**config.mk**
```make
export PLATFORM = sky130hd
export DESIGN_NAME = tom_monitor
export DESIGN_NICKNAME = d
export VERILOG_FILES = /design/src/rtl/tom_pkg.sv /design/src/rtl/tom_monitor.sv /design/src/rtl/tom_sync.sv
export VERILOG_INCLUDE_DIRS = /design/src /design/src/rtl
export SDC_FILE = /design/constraint.sdc
export NUM_CORES = 1
export LEC_CHECK = 0
export BUFFER_PORTS_ARGS = -buffer_cell sky130_fd_sc_hd__buf_2
export CAP_MARGIN = 20
export CORE_MARGIN = 10
export CORE_UTILIZATION = 60
export CTS_CLUSTER_DIAMETER = 30
export CTS_CLUSTER_SIZE = 14
export DETAILED_ROUTE_END_ITERATION = 12
export GPL_TIMING_DRIVEN = 0
export HOLD_SLACK_MARGIN = 0.02
export PLACE_DENSITY = 0.88
export SKIP_CTS_REPAIR_TIMING = 1
export SYNTH_ARGS = -nofsm -noshare
export SYNTH_HDL_FRONTEND = slang
export SYNTH_SLANG_ARGS = --single-unit
```
**constraint.sdc**
```tcl
create_clock -name clock -period 3.5 [get_ports clock]
set_input_delay 0.7 -clock clock [delete_from_list [all_inputs] [get_ports clock]]
set_output_delay 0.7 -clock clock [all_outputs]
set_load 0.02 [all_outputs]
```
**src/rtl/tom_defs.svh**
```systemverilog
// Purpose: Constants for the dual channel torque-off monitor
// Assumes: 25 MHz system clock
// Notes:   Times in ms, counts derived from the clock rate
`ifndef TOM_DEFS_SVH
`define TOM_DEFS_SVH
`define TOM_CLK_KHZ          25000
`define TOM_MISMATCH_MS      1000
`define TOM_MISMATCH_CYC     (`TOM_MISMATCH_MS * `TOM_CLK_KHZ)
`define TOM_SHUTOFF_MAX_MS   1600
`define TOM_FAULT_MISMATCH   12'h3c0
`define TOM_FAULT_NO_TRAVEL  12'h216
`define TOM_FAULT_NONE       12'h000
`define TOM_WAIT_MS_DEFAULT  16'h03e8
`endif

```
**src/rtl/tom_pkg.sv**
```systemverilog
// Purpose: Types for the torque-off monitor
// Assumes: Nothing
// Notes:   Constants live in tom_defs.svh
package tom_pkg;
  typedef logic [11:0] tom_code_t;
  typedef enum logic [1:0] {
    TOM_IDLE  = 2'b00,
    TOM_SKEW  = 2'b01,
    TOM_FAULT = 2'b11
  } tom_state_e;
endpackage

```
**src/rtl/tom_monitor.sv**
```systemverilog
// Purpose: Compare two torque-enable channels, gate the power stage
// Assumes: srst is the power-on reset; only it clears a latched fault
// Notes:   Wait times are parameters so simulation can shorten them
`include "tom_defs.svh"

module tom_monitor #(
  parameter int unsigned MISMATCH_CYC = `TOM_MISMATCH_CYC,
  parameter int unsigned CYC_PER_MS   = `TOM_CLK_KHZ
) (
  input  wire logic        clock,
  input  wire logic        srst,
  input  wire logic        torque_enable_chan_a,
  input  wire logic        torque_enable_chan_b,
  input  wire logic        travel_cmd,
  input  wire logic [15:0] travel_signal_wait_time,
  output logic             chan_a_active,
  output logic             chan_b_active,
  output logic             channel_check_indicator,
  output logic             gate_enable,
  output logic             torque_off_status_output,
  output logic             mismatch_fault,
  output logic             no_travel_fault,
  output tom_pkg::tom_code_t fault_code
);
  import tom_pkg::*;

  logic       a_sync;
  logic       b_sync;
  logic       travel_sync;
  tom_state_e state_reg;
  logic [31:0] skew_cnt_reg;
  logic [31:0] ms_cnt_reg;
  logic [15:0] wait_ms_reg;
  logic        latched;

  tom_sync u_sync_a (
    .clock (clock),
    .srst  (srst),
    .din   (torque_enable_chan_a),
    .dout  (a_sync)
  );
  tom_sync u_sync_b (
    .clock (clock),
    .srst  (srst),
    .din   (torque_enable_chan_b),
    .dout  (b_sync)
  );
  tom_sync u_sync_t (
    .clock (clock),
    .srst  (srst),
    .din   (travel_cmd),
    .dout  (travel_sync)
  );

  assign latched = (state_reg == TOM_FAULT);

  // Mismatch timer; one-second figure is well inside the 1600 ms bound
  always_ff @(posedge clock) begin
    if (srst) begin
      state_reg    <= TOM_IDLE;
      skew_cnt_reg <= 32'h0000_0000;
    end else begin
      case (state_reg)
        TOM_IDLE: begin
          skew_cnt_reg <= 32'h0000_0000;
          if (a_sync != b_sync) begin
            state_reg <= TOM_SKEW;
          end
        end
        TOM_SKEW: begin
          if (a_sync == b_sync) begin
            state_reg    <= TOM_IDLE;
            skew_cnt_reg <= 32'h0000_0000;
          end else if (skew_cnt_reg >= MISMATCH_CYC - 2) begin
            state_reg <= TOM_FAULT;
          end else begin
            skew_cnt_reg <= skew_cnt_reg + 32'h0000_0001;
          end
        end
        TOM_FAULT: state_reg <= TOM_FAULT;
        default:   state_reg <= TOM_FAULT;
      endcase
    end
  end

  // Both-active-without-travel wait, counted in whole milliseconds
  // Not latched: the fault drops once travel or a channel returns
  always_ff @(posedge clock) begin
    if (srst) begin
      ms_cnt_reg      <= 32'h0000_0000;
      wait_ms_reg     <= 16'h0000;
      no_travel_fault <= 1'b0;
    end else if (a_sync && b_sync && !travel_sync && !no_travel_fault) begin
      if (ms_cnt_reg >= CYC_PER_MS - 1) begin
        ms_cnt_reg <= 32'h0000_0000;
        if (wait_ms_reg >= travel_signal_wait_time) begin
          no_travel_fault <= 1'b1;
        end else begin
          wait_ms_reg <= wait_ms_reg + 16'h0001;
        end
      end else begin
        ms_cnt_reg <= ms_cnt_reg + 32'h0000_0001;
      end
    end else if (!(a_sync && b_sync && !travel_sync)) begin
      ms_cnt_reg      <= 32'h0000_0000;
      wait_ms_reg     <= 16'h0000;
      no_travel_fault <= 1'b0;
    end
  end

  // Outputs all registered; a latched mismatch forces the channel, check and gate outputs off
  always_ff @(posedge clock) begin
    if (srst) begin
      chan_a_active            <= 1'b0;
      chan_b_active            <= 1'b0;
      channel_check_indicator  <= 1'b1;
      gate_enable              <= 1'b0;
      torque_off_status_output <= 1'b1;
      mismatch_fault           <= 1'b0;
      fault_code               <= `TOM_FAULT_NONE;
    end else begin
      chan_a_active <= a_sync && !latched;
      chan_b_active <= b_sync && !latched;
      channel_check_indicator <= !latched;
      gate_enable <= a_sync && b_sync && !latched;
      torque_off_status_output <= !(a_sync && b_sync && !latched);
      mismatch_fault <= latched;
      if (latched) begin
        fault_code <= `TOM_FAULT_MISMATCH;
      end else if (no_travel_fault) begin
        fault_code <= `TOM_FAULT_NO_TRAVEL;
      end else begin
        fault_code <= `TOM_FAULT_NONE;
      end
    end
  end

  // Independent count of unlatched disagreement, so the shut-off bound
  // is checked without trusting the state machine's own counter
  logic [31:0] chk_skew_cnt_reg;

  always_ff @(posedge clock) begin
    if (srst) begin
      chk_skew_cnt_reg <= 32'h0000_0000;
    end else if ((a_sync != b_sync) && !latched) begin
      chk_skew_cnt_reg <= chk_skew_cnt_reg + 32'h0000_0001;
    end else begin
      chk_skew_cnt_reg <= 32'h0000_0000;
    end
  end
endmodule // tom_monitor

```
**src/rtl/tom_sync.sv**
```systemverilog
// Purpose: Three-stage input synchroniser with agreement filter
// Assumes: Input asynchronous to clock
// Notes:   Output changes once stages two and three agree
module tom_sync (
  input  wire logic clock,
  input  wire logic srst,
  input  wire logic din,
  output logic      dout
);
  logic s1_reg;
  logic s2_reg;
  logic s3_reg;

  always_ff @(posedge clock) begin
    if (srst) begin
      s1_reg <= 1'b0;
      s2_reg <= 1'b0;
      s3_reg <= 1'b0;
      dout   <= 1'b0;
    end else begin
      s1_reg <= din;
      s2_reg <= s1_reg;
      s3_reg <= s2_reg;
      if (s2_reg == s3_reg) begin
        dout <= s3_reg;
      end
    end
  end
endmodule // tom_sync

```
; ---- Yosys cells after proc, flatten, opt, wreduce, memory -nomap -nowiden
; Index checks and enable logic that the tools add are counted.
[op_classes]
addsub = 3
order_cmp = 3
eq_ne = 14
mux = 20
n_reduce_logical = 17
[op_table]
columns = op, count
row1 = 32-bit 2-to-1 mux, 5
row2 = "32-bit by 1-bit adder with 32-bit output, second input constant", 2
row3 = 16-bit 2-to-1 mux, 4
row4 = 32-bit case mux with 2 select lines, 1
row5 = "32-bit by 15-bit greater-or-equal comparator with 1-bit output, second input constant", 1
row6 = "32-bit by 25-bit greater-or-equal comparator with 1-bit output, second input constant", 1
row7 = 10-bit 2-to-1 mux, 2
row8 = "16-bit by 1-bit adder with 16-bit output, second input constant", 1
row9 = 16-bit greater-or-equal comparator, 1
row10 = 1-bit logical AND, 6
row11 = 2-bit 2-to-1 mux, 3
row12 = "2-bit by 1-bit inequality test with 1-bit output, second input constant", 3
row13 = "3-bit inequality test, second input constant", 2
row14 = 3-bit AND reduction, 2
row15 = 1-bit equality test, 4
row16 = 1-bit logical NOT, 4
row17 = 1-bit 2-to-1 mux, 4
row18 = "2-bit inequality test, second input constant", 2
row19 = 2-bit case mux with 2 select lines, 1
row20 = 2-bit AND reduction, 2
row21 = "2-bit by 1-bit equality test with 1-bit output, second input constant", 1
row22 = "2-bit equality test, second input constant", 1
row23 = 2-bit logical NOT, 1
row24 = 2-bit nonzero test, 1
row25 = 2 further kinds, 2
[word_totals]
register_bits = 113
input_bits = 21
out_inout_bits = 19
word_cells = 82

; ---- Depth between registers and ports, before layout
[logic_depth]
ltp_word = 5
ltp_mapped = 9
mapped_depth_nobuf = 8

; ---- Cells and area by module
; Synthesis repeated with hierarchy kept, for this count alone.
[unflattened]
cells_unflattened = 564
area_unflattened_um2 = 4928.5
[by_module_without_submodules]
columns = mod, instances, cells_each, area_per_inst_um2, seq_area_each_um2
row1 = tom_monitor, 1, 534, 4590.7, 1821.7
row2 = tom_sync, 3, 10, 112.6, 80.1

; ---- Least setup slack after synthesis
; Ideal clock, no wire load.
[synth_timing]
path_kind = input-to-reg
start = input port travel_signal_wait_time[0]
end = register wait_ms_reg[4]
setup_time_ps = 70
t_arrival_ps = 2620
t_required_ps = 3430
slack_ps = 809
cell_stages = 7
path_buffers = 0
path_cell_list = ha_1 > nand2b_1 > a2111oi_2 > a2111oi_2 > o41a_1 > or4_1 > a21oi_1
[synth_between]
elab_chain_cells = 3
[synth_lines]
columns = item, line_no
row1 = start: declaration, tom_monitor.sv:15  ; input wire logic [15:0] travel_signal_wait_time,
row2 = 16-bit greater-or-equal comparator, tom_monitor.sv:96  ; if (wait_ms_reg >= travel_signal_wait_time) begin
row3 = 2-bit inequality test (no line), -
row4 = 3-bit AND reduction (no line), -
row5 = end signal: assignment, tom_monitor.sv:99  ; wait_ms_reg <= wait_ms_reg + 16'h0001;
row6 = end: declaration, tom_monitor.sv:33  ; logic [15:0] wait_ms_reg;
; No other way between the ends.
; A chain may end at the register's enable or synchronous reset.

; ---- Worst setup path after layout
[layout_timing]
start = register wait_ms_reg[0]
end = register wait_ms_reg[2]
[layout_between]
elab_chain_cells = 4
elab_cells_between_ends = 7
cone_classes = 1 x add/sub / 1 x order compare / 1 x eq/ne / 3 x mux / 1 x reduce/logical
[layout_lines]
columns = item, line_no
row1 = 16-bit by 1-bit adder with 16-bit output, tom_monitor.sv:99
row2 = 16-bit 2-to-1 mux, tom_monitor.sv:96
row3 = 16-bit 2-to-1 mux, tom_monitor.sv:94  ; if (ms_cnt_reg >= CYC_PER_MS - 1) begin
row4 = 16-bit 2-to-1 mux, tom_monitor.sv:93  ; end else if (a_sync && b_sync && !travel_sync && !no_travel_fault) begin
; Several ways; a longest one is shown, not always the timed one. The select of a mux whose other input is x is not followed.

==> flow_summary.toml <==
[worst_setup_path]
arrival_ns = 3.03
cp-end-kind = "register"
slowest_stage = "a2111oi_2"
rr_worst_depth = 9
crit_type = "reg -> reg"
worstSetupStartpointType = "register"
cp_cell_sequence = "inv_1 -> ha_1 -> nand2b_1 -> a2111oi_2 -> a2111oi_2 -> o41ai_1 -> clkbuf_1 -> a31oi_1 -> a41o_1"
worstPathRequired_ns = 3.77
worstReg2RegStart = "wait_ms_reg[0]"
reg2reg_slack_ns = 0.74
critPathTopFamily = "compound AO/OA/AOI/OAI gates"
cp_num_buf_inv = 2
r2r_end = "wait_ms_reg[2]"
crit_path_frequent_cell = "a2111oi_2"
cp_max_fo = 10
cp_slowest_stage_delay_ns = 0.43

[flow_run]
maxCapViolations = 0

[floorplan]
core-area_um2 = 7807
die_area_um2 = 12110
fp.dieW_um = 110.0
die_h_um = 110.0
io_pins = 40
start_util = 0.6231
fp-row-count = 32

[clock_network]
path_clk_slew_ns = 0.11
insertion_delay_ns = 0.38
clk_path_buf_depth = 2
cts-htree-levels = 3
cts_tree = "done"
clockRootBuffer = "clkbuf_8"
cts_sinks = 103
cts-buffers-inserted = 9

[sta]
hold_violations = 0
rsz0062_at_grt = "no"
post-route-period-util = 0.7889
fmax_mhz = 362.2
relSlewSlack = 0.5455
drv_slew = 0
final.setup.tns_ns = 0
finClkSkew_ns = 0.01160
finalSetupViolCount = 0
worstMarginPinSlew_ns = 0.6759
fin_crit_ns = 2.761

[power]
peakVddDrop_mv = 0.2911
pwr_density_cell_nw_per_um2 = 366.7
power_leakage_nw = 2.057

[global_route]
overflow = 0
grt_first_pass_wirelength_mm = 18.36
grt_max_degree = 22
grt_util_all_layers = 0.1837
antenna_found_initial = 0
grt_pass1_vias = 4025

[synthesis]
yosys_warnings = 0
synth_cell_types = 62
syn_avg_cell_area_um2 = 8.749
yosys_register_bits = 103
syn_inst = 556
syn-cell-area_um2 = 4865
ys_seq_area_frac = 0.4239

[worst_hold_path]
min_from = "u_sync_a.s1_reg"
worstHoldEndpoint = "u_sync_a.s2_reg"
min_path_type = "reg -> reg"
hold-path-cell-count = 1

[finish]
final_net_count = 647
design_area_um2 = 5383
fill_cells = 631
drive_gt1_frac = 0.1410
layout_commonest_cell = "dfxtp_1"
n_antenna_cell = 0
final_cell_mix = "dfxtp_1, nor2_1, nand2_1, buf_2, a21oi_1"
area_growth_pct = 10.65

[drt]
wl_per_cell_um = 14.87
drt_pass1_iterations = 4
postRouteAntennaNets = 0
first_iter_violations = 164
routed_wl_mm = 10.59
viasPerCell = 5.862
drc = 0
num_vias = 4174

[placement]
placed_area_um2 = 5177
io_buffers = 34
place.gp.congestion = 0.8914
hpwlAfterDp_mm = 7.838

[outcome]
status = "finished, final reports clean"
## synth_stat cells (all sizes together)
| cell type | number | share of area |
|---|---|---|
| or3 | 9 | 0.012 |
| or4 | 16 | 0.025 |
| o21bai | 2 | 0.0031 |
| nor2b | 13 | 0.017 |
| nand3 | 20 | 0.023 |
| o31a | 5 | 0.0093 |
| o2bb2ai | 1 | 0.0018 |
| xnor2 | 7 | 0.013 |
| nor2 | 49 | 0.038 |
| o211ai | 11 | 0.017 |
| o41a | 1 | 0.0023 |
| a31oi | 2 | 0.0026 |
| a21o | 4 | 0.0064 |
| a22oi | 1 | 0.0015 |
| a21oi | 33 | 0.035 |
| a2111oi | 3 | 0.0082 |
| o31ai | 6 | 0.0093 |
| mux2i | 2 | 0.0041 |
| and3 | 8 | 0.011 |
| clkbuf | 16 | 0.016 |
| nor3 | 11 | 0.011 |
| a41o | 2 | 0.0041 |
| conb | 1 | 0.00077 |
| and4 | 5 | 0.0095 |
| buf | 15 | 0.022 |
| nor3b | 2 | 0.0041 |
| nand2 | 47 | 0.036 |
| nor4 | 13 | 0.018 |
| o41ai | 4 | 0.0072 |
| or2 | 1 | 0.0013 |
| a31o | 2 | 0.0036 |
| o211a | 1 | 0.0021 |
| inv | 25 | 0.019 |
| nand4b | 2 | 0.0036 |
| nand3b | 5 | 0.0077 |
| o2111ai | 1 | 0.0018 |
| o21a | 6 | 0.0093 |
| ha | 21 | 0.054 |
| and2 | 28 | 0.036 |
| o21ai | 16 | 0.019 |
| dfxtp | 103 | 0.42 |
| nand2b | 6 | 0.0077 |
| xor2 | 8 | 0.014 |
| nand4 | 22 | 0.028 |
## per-layer routing
metal  global-route usage  vias up  wire length [um]
met2               0.3218      128              5311
met3              0.04759       19               657
met5                    0        -                 0
met1               0.2132     1947              4409
li1                     -     2080                 -
met4              0.06134        0               206
## cells by family after synthesis
family | Yosys count | synth area share
xor gates and xnor gates | 15 | 0.02701
muxes | 2 | 0.004115
buffers and inverters | 56 | 0.05735
and+or+nand+nor | 257 | 0.2899
other | 1 | 0.0007709
adders and majority gates | 21 | 0.05401
AOI/OAI and AO/OA | 101 | 0.1430
DFF | 103 | 0.4239
## area by class of cell
type / instances / area, um2 / area share
multi-input cells: 401 / 2539 / 0.4716
repair buffers: 34 / 170.2 / 0.03161
inverters: 25 / 93.84 / 0.01743
well taps: 102 / 127.6 / 0.02371
clock buffers: 9 / 123.9 / 0.02301
clock inverters: 7 / 81.33 / 0.01511
plain buffers: 31 / 185.2 / 0.03440
flip-flops and latches: 103 / 2062 / 0.3831
## where the power goes
group / switching, mW / internal [mW]
registers: 0.00178 / 1.18
clock network: 0.461 / 0.290
logic: 0.0234 / 0.0218
total: 0.486 / 1.49
## how the worst max path moves through the flow
stage,start,to,depth (start not counted)
final,wait_ms_reg[0],wait_ms_reg[2],9
after global routing,u_sync_a.dout,ms_cnt_reg[11],8
after CTS,wait_ms_reg[0],wait_ms_reg[2],9
after detailed placement,travel_signal_wait_time[0],wait_ms_reg[2],9
after global placement,travel_signal_wait_time[13],wait_ms_reg[13],10
after floorplan,travel_signal_wait_time[0],wait_ms_reg[4],7
## through the flow
| stage | std cells | util | setup slack, ns | power (mW) | hold WS, ns |
|---|---|---|---|---|---|
| 6_report | 712 | 0.6894 | 0.7388 | 1.974 | 0.4573 |
| 5_1_grt | 712 | 0.6894 | 0.5207 | 2.042 | 0.4748 |
| 4_1_cts | 712 | 0.6894 | 0.7358 | 1.989 | 0.4609 |
| 3_5_place_dp | 696 | 0.6631 | 0.3771 | 1.250 | 0.4312 |
| 3_3_place_gp | 696 | 0.6631 | 0.4207 | 1.248 | 0.4184 |
| 2_1_floorplan | 560 | - | 0.8092 | 1.233 | 0.4138 |
Power figures use the tool's default switching activity.
